<file path="src/hw/lcdtp_pkg.sv">
/*
 lcdtp_pkg: register map, field layout, reset values and carrier types of the
 panel timing port. Assumes a 32-bit AHB-Lite register bus, one word per register.
*/
package lcdtp_pkg;
   // word offsets (byte addresses) on the register bus
   localparam logic [7:0] LCDTP_A_CTRL = 8'h00;
   localparam logic [7:0] LCDTP_A_DIV = 8'h04;
   localparam logic [7:0] LCDTP_A_TOTAL = 8'h08;
   localparam logic [7:0] LCDTP_A_HSYNC = 8'h0c;
   localparam logic [7:0] LCDTP_A_VSYNC = 8'h10;
   localparam logic [7:0] LCDTP_A_HACT = 8'h14;
   localparam logic [7:0] LCDTP_A_VACT = 8'h18;
   localparam logic [7:0] LCDTP_A_OFS = 8'h1c;
   localparam logic [7:0] LCDTP_A_GRP01 = 8'h20;
   localparam logic [7:0] LCDTP_A_GRP2 = 8'h24;
   localparam logic [7:0] LCDTP_A_STAT = 8'h28;
   // control register bit positions
   localparam int LCDTP_C_EN = 0;
   localparam int LCDTP_C_FMT = 1;
   localparam int LCDTP_C_PCLK_INV = 4;
   localparam int LCDTP_C_HS_LOW = 5;
   localparam int LCDTP_C_VS_LOW = 6;
   localparam int LCDTP_C_DV_LOW = 7;
   localparam int LCDTP_C_DV_ASYNC = 8;
   localparam int LCDTP_C_DV_LVL = 9;
   // two 12-bit fields per word: low field and high field
   localparam int LCDTP_LO_POS = 0;
   localparam int LCDTP_HI_POS = 16;
   localparam int LCDTP_GRP1_POS = 16;
   localparam int LCDTP_STAT_GRP_POS = 4;
   localparam int LCDTP_CNT_W = 12;
   localparam int LCDTP_DAT_W = 24;
   localparam int LCDTP_PIX_W = 30;
   typedef enum logic [2:0] {
      LCDTP_RGB16, LCDTP_RGB18, LCDTP_RGB24, LCDTP_YC8, LCDTP_YC16, LCDTP_YC20,
      LCDTP_SMART, LCDTP_CUSTOM
   } lcdtp_fmt_t;
   // c0 = blue or chroma, c1 = green or luma, c2 = red; lsb of each in bit 0
   typedef struct packed {
      logic [9:0] c2;
      logic [9:0] c1;
      logic [9:0] c0;
   } lcdtp_pix_t;
   typedef struct packed {
      logic [11:0] dn;
      logic [11:0] up;
   } lcdtp_win_t;
   typedef struct packed {
      logic [4:0] wid;
      logic [4:0] dst;
      logic [4:0] src;
   } lcdtp_grp_t;
   // reset values
   localparam logic [9:0] LCDTP_CTRL_RST = 10'h000;
   localparam logic [7:0] LCDTP_DIV_RST = 8'h02;
   localparam logic [11:0] LCDTP_HTOT_RST = 12'h020;
   localparam logic [11:0] LCDTP_VTOT_RST = 12'h010;
   localparam lcdtp_win_t LCDTP_HS_RST = '{dn: 12'h002, up: 12'h000};
   localparam lcdtp_win_t LCDTP_VS_RST = '{dn: 12'h001, up: 12'h000};
   localparam lcdtp_win_t LCDTP_HA_RST = '{dn: 12'h01c, up: 12'h004};
   localparam lcdtp_win_t LCDTP_VA_RST = '{dn: 12'h00e, up: 12'h002};
   localparam logic [11:0] LCDTP_OFS_RST = 12'h000;
   localparam lcdtp_grp_t LCDTP_GRP_RST = '{wid: 5'h00, dst: 5'h00, src: 5'h00};
endpackage

</file>
<file path="src/hw/lcdtp_port.sv">
/*
 lcdtp_port: display timing and pixel pin mapping stage for a TFT or smart panel,
 with an AHB-Lite register slave. Assumes the pixel source runs on ref_clk and
 presents the next pixel whenever pix_take pulses; the panel samples the pins.
*/
// Behaviour
// [RL1] 16-bit rgb: blue 0-4 on pins 0-4, green 5-10, red 11-15.
// [RL2] 18-bit rgb: blue 0-5, green 6-11, red 12-17.
// [RL3] 24-bit rgb: blue 0-7, green 8-15, red from pin 16 up.
// [RL4] 8-bit ycrcb: luma and chroma alternate on pins 0-7, upper pins idle.
// [RL5] 16-bit ycrcb: chroma on pins 0-7, luma on pins 8-15.
// [RL6] 20-bit ycrcb: chroma on pins 0-9, luma on pins 10-19.
// [RL7] smart display: word bit n drives pin n, pins 0-15.
// [RL8] at most three contiguous, non-overlapping bit groups mapped independently.
// [RL9] component bit 0 is its lsb, higher bits in ascending order.
// [RL10] controls derive from the local start point via offset, up, down.
// [RL11] control edges land on whole interface clock periods only.
// [RL12] pixel data stays fixed to the start point; only controls shift.
// [RL13] panel clock runs continuously when active; panel samples falling edge.
// [RL14] horizontal sync once per line starts a new line.
// [RL15] vertical sync once per frame, always spanning a horizontal sync.
// [RL16] data valid enables data; deasserted means data invalid.
// [RL17] data valid may come from a timed or an untimed control pin.
// [RL18] horizontal sync position, width and active region are programmable.
// [RL19] vertical sync position, width and active lines are programmable.
// [RL20] inverted panel clock and active-low syncs and data valid supported.
// [RL21] control pin 2 carries horizontal sync, pin 3 vertical sync.
// [RL22] pixel and line counters compared to parameters produce control edges.
`timescale 1ns/100ps
`default_nettype none
module lcdtp_port
   import lcdtp_pkg::*;
(
   input wire logic ref_clk,
   input wire logic rst,
   input wire logic hsel,
   input wire logic [31:0] haddr,
   input wire logic [1:0] htrans,
   input wire logic hwrite,
   input wire logic [2:0] hsize,
   input wire logic [31:0] hwdata,
   input wire logic hready,
   output logic hreadyout,
   output logic [31:0] hrdata,
   output logic hresp,
   input wire lcdtp_pix_t pix_in,
   output logic pix_take,
   output logic [LCDTP_DAT_W-1:0] panel_data_pin,
   output logic panel_pixel_clock,
   output logic [3:0] ctl_pin
);
   logic ap_r, wr_r, hreadyout_r;
   logic [7:0] a_r;
   logic [31:0] hrdata_r;
   logic [9:0] ctrl_r;
   logic [7:0] div_r;
   logic [11:0] htot_r, vtot_r, ofs_r;
   lcdtp_win_t hs_r, vs_r, ha_r, va_r;
   lcdtp_grp_t g0_r, g1_r, g2_r;
   logic [7:0] div_cnt_r;
   logic [11:0] hcnt_r, vcnt_r;
   logic hs_act_r, vs_act_r, dv_act_r, yc_ph_r, pix_take_r, pclk_r;
   logic [LCDTP_DAT_W-1:0] data_r;
   logic [3:0] ctl_r;

   // bus decode
   wire acc = hsel && htrans[1] && hready;
   wire wr_en = ap_r && wr_r;
   wire sel_ctrl = (a_r == LCDTP_A_CTRL);
   wire sel_div = (a_r == LCDTP_A_DIV);
   wire sel_tot = (a_r == LCDTP_A_TOTAL);
   wire sel_hs = (a_r == LCDTP_A_HSYNC);
   wire sel_vs = (a_r == LCDTP_A_VSYNC);
   wire sel_ha = (a_r == LCDTP_A_HACT);
   wire sel_va = (a_r == LCDTP_A_VACT);
   wire sel_ofs = (a_r == LCDTP_A_OFS);
   wire sel_g01 = (a_r == LCDTP_A_GRP01);
   wire sel_g2 = (a_r == LCDTP_A_GRP2);
   wire sel_stat = (a_r == LCDTP_A_STAT);

   wire en = ctrl_r[LCDTP_C_EN];
   wire lcdtp_fmt_t fmt = lcdtp_fmt_t'(ctrl_r[LCDTP_C_FMT +: 3]);
   wire pclk_inv = ctrl_r[LCDTP_C_PCLK_INV];
   wire hs_low = ctrl_r[LCDTP_C_HS_LOW];
   wire vs_low = ctrl_r[LCDTP_C_VS_LOW];
   wire dv_low = ctrl_r[LCDTP_C_DV_LOW];
   wire dv_async = ctrl_r[LCDTP_C_DV_ASYNC];
   wire dv_lvl = ctrl_r[LCDTP_C_DV_LVL];

   // custom group mapping; a group that overlaps an earlier group still in use is dropped
   function automatic logic lcdtp_ovl(input lcdtp_grp_t a, input lcdtp_grp_t b);
      return ({1'b0, a.dst} < {1'b0, b.dst} + {1'b0, b.wid})
         && ({1'b0, b.dst} < {1'b0, a.dst} + {1'b0, a.wid});
   endfunction
   wire g0_ok = (g0_r.wid != 5'h00);
   wire g1_ok = (g1_r.wid != 5'h00) && !(g0_ok && lcdtp_ovl(g0_r, g1_r)); // RL8
   wire g2_ok = (g2_r.wid != 5'h00) && !(g0_ok && lcdtp_ovl(g0_r, g2_r))
      && !(g1_ok && lcdtp_ovl(g1_r, g2_r)); // RL8
   wire [2:0] grp_bad = {(g2_r.wid != 5'h00) && !g2_ok, (g1_r.wid != 5'h00) && !g1_ok, 1'b0};

   logic [LCDTP_DAT_W-1:0] cust;
   always_comb begin
      int s;
      lcdtp_grp_t g;
      logic ok;
      s = 0;
      g = g0_r;
      ok = 1'b0;
      cust = '0;
      for (int k = 0; k < 3; k++) begin
         g = (k == 0) ? g0_r : (k == 1) ? g1_r : g2_r;
         ok = (k == 0) ? g0_ok : (k == 1) ? g1_ok : g2_ok;
         for (int d = 0; d < LCDTP_DAT_W; d++) begin
            s = int'(g.src) + d - int'(g.dst);
            // group bit 0 lands on its lowest pin, ascending upward
            if (ok && d >= int'(g.dst) && d < int'(g.dst) + int'(g.wid) && s < LCDTP_PIX_W) begin
               cust[d] = pix_in[s]; // RL8 RL9
            end
         end
      end
   end

   // fixed format mapping; component lsb always on the lowest pin
   function automatic logic [LCDTP_DAT_W-1:0] lcdtp_map(input lcdtp_fmt_t f,
      input lcdtp_pix_t p, input logic ph, input logic [LCDTP_DAT_W-1:0] c);
      case (f)
         LCDTP_RGB16: return {8'h00, p.c2[4:0], p.c1[5:0], p.c0[4:0]}; // RL1 RL9
         LCDTP_RGB18: return {6'h00, p.c2[5:0], p.c1[5:0], p.c0[5:0]}; // RL2
         LCDTP_RGB24: return {p.c2[7:0], p.c1[7:0], p.c0[7:0]}; // RL3
         LCDTP_YC8: return {16'h0000, ph ? p.c0[7:0] : p.c1[7:0]}; // RL4
         LCDTP_YC16: return {8'h00, p.c1[7:0], p.c0[7:0]}; // RL5
         LCDTP_YC20: return {4'h0, p.c1, p.c0}; // RL6
         LCDTP_SMART: return {8'h00, p[15:0]}; // RL7
         LCDTP_CUSTOM: return c;
         default: return '0;
      endcase
   endfunction

   // interface clock divider: one enable per period, panel clock high in first half
   wire [7:0] div_eff = (div_r < 8'h02) ? 8'h02 : div_r;
   wire di_ce = en && (div_cnt_r == div_eff - 8'h01);
   wire [7:0] div_cnt_nxt = (!en || di_ce) ? 8'h00 : div_cnt_r + 8'h01;
   wire pclk_nxt = (en && (div_cnt_nxt < (div_eff >> 1))) ^ pclk_inv; // RL13 RL20

   // pixel and line counters; hcnt 0 is the local start point
   wire hwrap = (hcnt_r >= htot_r - 12'h001);
   wire vwrap = (vcnt_r >= vtot_r - 12'h001);
   wire [11:0] hcnt_nxt = hwrap ? 12'h000 : hcnt_r + 12'h001; // RL22
   wire [11:0] vcnt_nxt = vwrap ? 12'h000 : vcnt_r + 12'h001; // RL22

   // hsync and data valid see the counter moved by the offset; vsync (set at hcnt 0) and the data window do not
   wire [11:0] hctl = hcnt_r - ofs_r; // RL10 RL12
   wire [11:0] vs_dn = (vs_r.dn <= vs_r.up) ? vs_r.up + 12'h001 : vs_r.dn;
   wire hs_win = (hctl >= hs_r.up) && (hctl < hs_r.dn); // RL14 RL18
   wire vs_win = (vcnt_r >= vs_r.up) && (vcnt_r < vs_dn); // RL19
   wire va_win = (vcnt_r >= va_r.up) && (vcnt_r < va_r.dn); // RL19
   wire dv_win = (hctl >= ha_r.up) && (hctl < ha_r.dn) && va_win; // RL16 RL18
   wire d_win = (hcnt_r >= ha_r.up) && (hcnt_r < ha_r.dn) && va_win; // RL12
   wire take = d_win && (fmt != LCDTP_YC8 || yc_ph_r);

   // vertical sync only moves at a line start, so it always holds whole lines
   wire vs_nxt = !en ? 1'b0 : (di_ce && hcnt_r == 12'h000) ? vs_win : vs_act_r; // RL15
   wire hs_nxt = !en ? 1'b0 : di_ce ? hs_win : hs_act_r; // RL11 RL14
   wire dv_nxt = !en ? 1'b0 : di_ce ? dv_win : dv_act_r; // RL11 RL16
   wire dv_pin = dv_async ? dv_lvl : dv_nxt; // RL17

   wire [31:0] rd_mux =
      sel_ctrl ? {22'h0, ctrl_r} :
      sel_div ? {24'h0, div_r} :
      sel_tot ? {4'h0, vtot_r, 4'h0, htot_r} :
      sel_hs ? {4'h0, hs_r.dn, 4'h0, hs_r.up} :
      sel_vs ? {4'h0, vs_r.dn, 4'h0, vs_r.up} :
      sel_ha ? {4'h0, ha_r.dn, 4'h0, ha_r.up} :
      sel_va ? {4'h0, va_r.dn, 4'h0, va_r.up} :
      sel_ofs ? {20'h0, ofs_r} :
      sel_g01 ? {1'b0, g1_r, 1'b0, g0_r} :
      sel_g2 ? {17'h0, g2_r} :
      sel_stat ? {4'h0, vcnt_r, 8'h00, 1'b0, grp_bad, 1'b0, dv_act_r, hs_act_r, vs_act_r} :
      32'h0;

   // one wait state: read data come from a flop in the second data cycle
   always_ff @(posedge ref_clk) begin
      if (rst) begin
         ap_r <= 1'b0;
         wr_r <= 1'b0;
         a_r <= 8'h00;
         hreadyout_r <= 1'b1;
         hrdata_r <= 32'h0;
      end else if (acc) begin
         ap_r <= 1'b1;
         wr_r <= hwrite;
         a_r <= {haddr[7:2], 2'b00};
         hreadyout_r <= 1'b0;
      end else if (ap_r) begin
         ap_r <= 1'b0;
         hreadyout_r <= 1'b1;
         hrdata_r <= wr_r ? 32'h0 : rd_mux;
      end
   end

   always_ff @(posedge ref_clk) begin
      if (rst) begin
         ctrl_r <= LCDTP_CTRL_RST;
         div_r <= LCDTP_DIV_RST;
         htot_r <= LCDTP_HTOT_RST;
         vtot_r <= LCDTP_VTOT_RST;
         ofs_r <= LCDTP_OFS_RST;
      end else if (wr_en) begin
         if (sel_ctrl) ctrl_r <= hwdata[9:0];
         if (sel_div) div_r <= hwdata[7:0];
         if (sel_tot) htot_r <= hwdata[LCDTP_LO_POS +: 12];
         if (sel_tot) vtot_r <= hwdata[LCDTP_HI_POS +: 12];
         if (sel_ofs) ofs_r <= hwdata[11:0];
      end
   end

   wire lcdtp_win_t w_in = '{dn: hwdata[LCDTP_HI_POS +: 12], up: hwdata[LCDTP_LO_POS +: 12]};
   always_ff @(posedge ref_clk) begin
      if (rst) begin
         hs_r <= LCDTP_HS_RST;
         vs_r <= LCDTP_VS_RST;
         ha_r <= LCDTP_HA_RST;
         va_r <= LCDTP_VA_RST;
         g0_r <= LCDTP_GRP_RST;
         g1_r <= LCDTP_GRP_RST;
         g2_r <= LCDTP_GRP_RST;
      end else if (wr_en) begin
         if (sel_hs) hs_r <= w_in;
         if (sel_vs) vs_r <= w_in;
         if (sel_ha) ha_r <= w_in;
         if (sel_va) va_r <= w_in;
         if (sel_g01) g0_r <= hwdata[14:0];
         if (sel_g01) g1_r <= hwdata[LCDTP_GRP1_POS +: 15];
         if (sel_g2) g2_r <= hwdata[14:0];
      end
   end

   always_ff @(posedge ref_clk) begin
      if (rst) begin
         div_cnt_r <= 8'h00;
         hcnt_r <= 12'h000;
         vcnt_r <= 12'h000;
      end else begin
         div_cnt_r <= div_cnt_nxt;
         if (!en) begin
            hcnt_r <= 12'h000;
            vcnt_r <= 12'h000;
         end else if (di_ce) begin
            hcnt_r <= hcnt_nxt;
            if (hwrap) vcnt_r <= vcnt_nxt;
         end
      end
   end

   // data change only on an interface clock enable, half a period before the sample edge
   always_ff @(posedge ref_clk) begin
      if (rst) begin
         hs_act_r <= 1'b0;
         vs_act_r <= 1'b0;
         dv_act_r <= 1'b0;
         yc_ph_r <= 1'b0;
         pix_take_r <= 1'b0;
         data_r <= '0;
      end else begin
         hs_act_r <= hs_nxt;
         vs_act_r <= vs_nxt;
         dv_act_r <= dv_nxt;
         pix_take_r <= di_ce && take;
         if (!en) begin
            yc_ph_r <= 1'b0;
            data_r <= '0;
         end else if (di_ce) begin
            yc_ph_r <= d_win && !yc_ph_r; // RL4
            data_r <= d_win ? lcdtp_map(fmt, pix_in, yc_ph_r, cust) : '0; // RL12
         end
      end
   end

   // pin 0 is unused and rests low; pin 1 carries data valid
   always_ff @(posedge ref_clk) begin
      if (rst) begin
         ctl_r <= 4'h0;
         pclk_r <= 1'b0;
      end else begin
         ctl_r <= {vs_nxt ^ vs_low, hs_nxt ^ hs_low, dv_pin ^ dv_low, 1'b0}; // RL20 RL21
         pclk_r <= pclk_nxt; // RL13
      end
   end

   assign hreadyout = hreadyout_r;
   assign hrdata = hrdata_r;
   assign hresp = 1'b0;
   assign pix_take = pix_take_r;
   assign panel_data_pin = data_r;
   assign panel_pixel_clock = pclk_r;
   assign ctl_pin = ctl_r;
endmodule
`default_nettype wire

</file>
<file path="config.mk">
export PLATFORM = sky130hd
export DESIGN_NAME = lcdtp_port
export DESIGN_NICKNAME = d
export VERILOG_FILES = /design/src/hw/lcdtp_pkg.sv /design/src/hw/lcdtp_port.sv
export SDC_FILE = /design/constraint.sdc
export NUM_CORES = 2
export LEC_CHECK = 0
export BUFFER_PORTS_ARGS = -buffer_cell sky130_fd_sc_hd__buf_2
export CORE_ASPECT_RATIO = 2
export CORE_UTILIZATION = 60
export CTS_CLUSTER_SIZE = 24
export DETAILED_ROUTE_END_ITERATION = 10
export PLACE_DENSITY = 0.78
export SYNTH_ARGS = -nofsm -noshare
export SYNTH_HDL_FRONTEND = slang
export SYNTH_SLANG_ARGS = --single-unit
</file>
<file path="constraint.sdc">
create_clock -name ref_clk -period 10.2 [get_ports ref_clk]
set_clock_uncertainty 0.1 [all_clocks]
set_input_delay 0 -clock ref_clk [delete_from_list [all_inputs] [get_ports ref_clk]]
set_output_delay 0 -clock ref_clk [all_outputs]
set_load 0.01 [all_outputs]
</file>
==> impl_summary.log, run 1 <==
[metrics] worst slack at placement: 4460 ps
[metrics] post-synth design cell area: 0.0343 mm2
[metrics] synthesis-stage register bit count: around 300
[metrics] number of global-route vias before repair: 42981
[metrics] most used flip-flop cell after synthesis: sky130_fd_sc_hd__dfxtp_1
[metrics] Gate Count Post-Synth: around 4500
[metrics] status: stopped before the end
[metrics] x dimension of the die: approximately 170 um
[metrics] Port Buffer Count: 131
[metrics] EDFF count, synth: 0
[metrics] CTS-repair resized insts: 0
[metrics] GRT Util Overall: 73.5%
[metrics] simple-gate share of the synthesized area: 19.3%
[metrics] Synth Area in Adders: 12.9%
[metrics] warning count from the yosys run: 0
[metrics] Fail Step: 5_1_grt
[metrics] DPL Wire Length: 131000 um
[metrics] TritonCTS buffer count: 28
[metrics] sequential element share of the synthesized area: 17.4%
[metrics] TritonCTS Sinks: 299
[metrics] # H-tree levels: 1
[metrics] global-route wire length before repair: 321000 um
[metrics] Die Y-Extent: between 300 and 400 um
[metrics] IO Count: 168
[metrics] tool error: [ERROR GRT-0116] Global routing finished with congestion. Check the congestion regions in the DRC Viewer.
[metrics] parity-gate share of the synthesized area counting xor and xnor cells: between 4 and 5%
[metrics] post-synthesis compound-gate area fraction: 23.3%
[metrics] Clock Tree Buf Depth: 3
[metrics] GRT overflow: 366
[metrics] root buffer selected by CTS: sky130_fd_sc_hd__clkbuf_16
[metrics] FFs w/ async S/R, synth: 0%
[metrics] row cnt: 123
[metrics] final RePlAce weighted congestion: around 1.2
[metrics] Yosys cell types: 97
[metrics] combinational family with the most area after synthesis: compound AO/OA/AOI/OAI gates
[metrics] pin count of the biggest net entering global routing: 89
[metrics] initial standard-cell utilization of the core: 60.9%
[metrics] mux contribution to synthesized area: 15.6%
[metrics] Syn Area/Cell: approximately 7.7 um2
==> stage by stage <==
step	hold slack, ps	instance area, um2	util (%)	cells
3_3_place_gp	140	35400	62.8	5126
2_1_floorplan	17.8	34300	-	4477
3_5_place_dp	151	35400	62.8	5126
4_1_cts	16.3	37000	65.7	5241
==> kinds of logic after synthesis <==
| family | count (synthesis) |
|---|---|
| flops | 299 |
| simple gates | 1433 |
| compound gates | 1270 |
| other cells | 1 |
| fa+ha+maj | 328 |
| mux | 378 |
| buf+inv | 571 |
| xor+xnor | 194 |
==> timing repair <==
item,CTS
setup endpoints to repair,0
endpoints found under the hold margin,229
hold buffers,64
setup buffers,0
==> synth_stat cells (all sizes together) (25+ instances only) <==
library cell / n / area share [%]
nand2: 604 / 6.6
a21oi: 487 / 7.1
nor2: 322 / 3.5
dfxtp: 299 / 17
ha: 285 / 10
clkbuf: 265 / 2.9
inv: 252 / 2.8
o21ai: 218 / 3.2
mux2i: 173 / 5.0
xnor2: 140 / 3.6
mux4: 118 / 7.7
nor3: 100 / 1.5
mux2: 87 / 2.9
nand3: 74 / 1.1
a21o: 63 / 1.4
a22oi: 56 / 1.2
xor2: 54 / 1.4
nor2b: 53 / 0.97
buf: 52 / 0.75
nor4: 49 / 0.89
o22ai: 45 / 0.82
a31oi: 43 / 0.78
fa: 43 / 2.5
a211oi: 38 / 0.85
nand2b: 37 / 0.70
nand4: 33 / 0.60
o21a: 31 / 0.68
o21bai: 30 / 0.68
o211ai: 28 / 0.61
o31ai: 28 / 0.61
or4: 25 / 0.56
==> routing by layer <==
metal  GRT overflow  global-route usage [%]
met1              2                    72.8
met2            231                    92.7
met3              1                    54.2
met4            132                    76.2
met5              0                    15.9
==> inputs of run 2 (changes only) <==
--- a/config.mk
+++ b/config.mk
@@ -6,11 +6,9 @@
 export NUM_CORES = 2
 export LEC_CHECK = 0
 export BUFFER_PORTS_ARGS = -buffer_cell sky130_fd_sc_hd__buf_2
-export CORE_ASPECT_RATIO = 2
-export CORE_UTILIZATION = 60
-export CTS_CLUSTER_SIZE = 24
+export CORE_UTILIZATION = 40
 export DETAILED_ROUTE_END_ITERATION = 10
-export PLACE_DENSITY = 0.78
+export PLACE_DENSITY_LB_ADDON = 0.15
 export SYNTH_ARGS = -nofsm -noshare
 export SYNTH_HDL_FRONTEND = slang
 export SYNTH_SLANG_ARGS = --single-unit
==> run 2 against run 1 <==
- area after synthesis is the same
- synthesized cell count did not move
- the flow now finishes without violations
==> impl_summary.log, run 2 <==
[metrics] proportion of layout cells with a drive suffix above 1: around an eighth
[metrics] most frequent cell after synthesis: sky130_fd_sc_hd__nand2_1
[metrics] Yosys top cell by area: sky130_fd_sc_hd__dfxtp_1
[metrics] most numerous cell types in the synthesized netlist: sky130_fd_sc_hd__nand2_1, sky130_fd_sc_hd__a21oi_1, sky130_fd_sc_hd__nor2_1
[metrics] instance count along the most critical hold path: 5
[metrics] CTS-repair resized insts: 0 (unchanged)
[metrics] post-synth design cell area: 0.0343 mm2 (unchanged)
[metrics] diode insertion count for antenna repair: 0
[metrics] pin count of the biggest net entering global routing: 178
[metrics] maximum VDD drop: about 120 uV
[metrics] DR vias: ~36000
[metrics] origin of the critical flop-to-flop path: g0_r[5]$_SDFFE_PP0P_
[metrics] synthesis-stage register bit count: 299 (unchanged)
[metrics] RSZ-0062 raised after global routing: false
[metrics] endpoints failing hold: 0
[metrics] top library cells by usage in the layout, fill and taps aside: sky130_fd_sc_hd__nand2_1, sky130_fd_sc_hd__a21oi_1, sky130_fd_sc_hd__nor2_1
[metrics] post-placement cell count: 5503 (+7.4%)
[metrics] Final Max Tran Viols: 0
[metrics] detail-routed net length per standard cell: 26.7 um
[metrics] FFs w/ async S/R, synth: 0% (unchanged)
[metrics] Gate Count Post-Synth: 4474 (unchanged)
[metrics] Post-Route Setup TNS: 0 ps
[metrics] clock-pin slew on the worst setup and hold paths: about 60 ps
[metrics] DPL Wire Length: 114000 um (-13%)
[metrics] Power Density: ~75 mW/mm2
[metrics] Area growth, synth to finish: 9.55%
[metrics] post-synth top area share: 17.4% (unchanged)
[metrics] final RePlAce weighted congestion: 1.02 (-13%)
[metrics] die area: 0.0870 mm2
[metrics] Iter 0 DRT Violations: about 4300
[metrics] Syn Area/Cell: 7.67 um2 (unchanged)
[metrics] top area cells in the synthesized netlist: sky130_fd_sc_hd__dfxtp_1, sky130_fd_sc_hd__ha_1, sky130_fd_sc_hd__mux4_2, sky130_fd_sc_hd__a21oi_1, sky130_fd_sc_hd__nand2_1
[metrics] First-pass DRT Iterations: 8
[metrics] crit path max-delay cell type: sky130_fd_sc_hd__nor4_1
[metrics] insertion delay to the later sink of the worst-skew pair: 580 ps
[metrics] # DRC: 0
[metrics] Stages on worst setup path: 16
[metrics] x dimension of the die: 295 um (+72%)
[metrics] Worst-Margin Slew: roughly 1200 ps
[metrics] max reg flops: 30
[metrics] Max stage delay on crit path: 620 ps
[metrics] leakage power total: 14.3 nW
[metrics] total core area: 0.0850 mm2
[metrics] number of cells in the finished layout apart from fillers: 5634
[metrics] post-route clock period utilization: a little over half
[metrics] worst r2r path cells: 16
[metrics] nature of the critical path startpoint: flop
[metrics] initial standard-cell utilization of the core: 40.4% (-21 points)
[metrics] CTS tree: yes
[metrics] most used flip-flop cell after synthesis: sky130_fd_sc_hd__dfxtp_1
[metrics] cell family with most CP delay: compound AO/OA/AOI/OAI gates
[metrics] Clock Tree Buf Depth: 3 (unchanged)
[metrics] net count reported at finish: ~4900
[metrics] IO Count: 168 (unchanged)
[metrics] worst hold path endpoint: panel_data_pin[17]$_SDFFE_PP0P_
[metrics] GRT overflow: 0
[metrics] EDFF count, synth: 0 (unchanged)
[metrics] Die Y-Extent: 295 um (-13%)
[metrics] TritonCTS buffer count: 39 (+39%)
[metrics] GRT Util Overall: 33.7%
[metrics] worst hold path class: input port to flop
[metrics] most common library cell in the layout ignoring fill and taps: sky130_fd_sc_hd__nand2_1
[metrics] min cycle time layout: 5510 ps
[metrics] largest fanout on the critical path: 25
[metrics] launch point of the worst hold path: pix_in[21]
[metrics] number of global-route vias before repair: 32652
[metrics] Yosys cell types: 97 (unchanged)
[metrics] worst slew slack as a fraction of its limit: 20.0%
[metrics] status: finished, final reports clean
[metrics] sequential element share of the synthesized area: 17.4% (unchanged)
[metrics] required time of the critical path: 10540 ps
[metrics] slack of the worst reg-to-reg path: 4690 ps
[metrics] row cnt: 107 (-13%)
[metrics] FMAX: between 0.15 and 0.2 GHz
[metrics] # H-tree levels: 2 (+1)
[metrics] number of setup violations in the final report: 0
[metrics] Routed Wire Length: roughly 150000 um
[metrics] R2R Path End: panel_data_pin[2]$_SDFFE_PP0P_
[metrics] number of antenna-violating nets in the routed design: 0
[metrics] TritonCTS Sinks: 299 (unchanged)
[metrics] worst path arrival time: 5850 ps
[metrics] max capacitance violation total: 0
[metrics] warning count from the yosys run: 0 (unchanged)
[metrics] Avg Vias per Cell: 6.34
[metrics] Critical Path Sink Type: flop
[metrics] cells along the critical path: ha_1 > inv_1 > fa_1 > xnor2_1 > inv_1 > ha_1 > a21oi_1 > o211ai_1 > or3_1 > a22oi_1 > o22a_1 > a21boi_2 > buf_4 > nor4_1 > mux2i_1 > o21ai_0
[metrics] path type of the worst setup path: flop to flop
[metrics] root buffer selected by CTS: sky130_fd_sc_hd__clkbuf_16
[metrics] count of buffer and inverter cells on the critical path: 3
[metrics] global-route wire length before repair: 220000 um
[metrics] initial antenna violation count: 1
[metrics] Port Buffer Count: 131 (unchanged)
-- run 2: cell counts after synthesis --
No cell type changed its count.
-- run 2: through the flow --
stage / setup slack, ps / power, W / instance area [um2] / hold slack, ps / utilization, %
floorplan: 5580 / 0.00135 / 34300 / 17.8 / -
global placement: 4980 / 0.00146 / 35700 / 149 / 42.0
detailed placement: 4860 / 0.00146 / 35700 / 146 / 42.0
CTS: 4850 / 0.00283 / 37600 / 7.46 / 44.2
global route: 4410 / 0.00290 / 37600 / 90.7 / 44.2
finish: 4690 / 0.00282 / 37600 / 57.7 / 44.2
-- run 2: logic make-up (layout without fill, tap and decap cells) --
kind of cell             Yosys count  after routing  share of synthesized area (%)
adder cells (fa/ha/maj)          328            328                           12.9
flip-flops                       299            299                           17.4
XOR/XNOR                         194            194                           4.95
buffers and inverters            571            584                           6.44
other                              1              4                         0.0109
AO/OA/AOI/OAI                   1270           1270                           23.3
AND/OR/NAND/NOR                 1433           1433                           19.3
multiplexers                     378            378                           15.6
-- run 2: report_power, final --
group	switching [W]	internal, W
sequential	0.00000228	0.00117
clock	0.000582	0.000779
combinational	0.000186	0.000104
-- run 2: worst max-delay path by stage --
stage	startpoint	to	slack [ps]
after floorplan	div_r[4]$_SDFFE_PP0P_	panel_pixel_clock$_SDFF_PP0_	5580
after global placement	g0_r[5]$_SDFFE_PP0P_	panel_data_pin[7]$_SDFFE_PP0P_	4980
after detailed placement	g0_r[5]$_SDFFE_PP0P_	hrdata[5]$_SDFFE_PP0P_	4860
after CTS	g0_r[5]$_SDFFE_PP0P_	hrdata[5]$_SDFFE_PP0P_	4850
after global routing	g0_r[5]$_SDFFE_PP0P_	panel_data_pin[8]$_SDFFE_PP0P_	4410
final	g0_r[5]$_SDFFE_PP0P_	panel_data_pin[2]$_SDFFE_PP0P_	4690
-- run 2: layout make-up --
cell class | instances | area, um2
multi-input cells | 3607 | 26200
fillers | 8673 | 47400
inverters | 254 | 953
flip-flops and latches | 299 | 5990
repair buffers | 261 | 1810
well taps | 1144 | 1430
clock inverters | 15 | 135
clock buffers | 54 | 1090
-- run 2: worst min-delay path: stages --
cell	delay [ps]
sky130_fd_sc_hd__buf_2	240
sky130_fd_sc_hd__a22oi_1	210
sky130_fd_sc_hd__nor2_1	50
sky130_fd_sc_hd__a21oi_1	100
sky130_fd_sc_hd__o21ai_1	60
-- run 2: what timing repair did --
item | 4_1_cts | 5_1_grt
buffers inserted | 0 | 0
hold endpoints to repair | 225 | 0
hold buffers | 62 | 0
-- run 2: metal layers --
layer / track usage (%) / wire (um)
met1: 45.4 / 62600
met5: 0 / 13
met4: 16.3 / 8140
met3: 5.17 / 13100
met2: 52.6 / 66400
(Power assumes the default switching activity.)
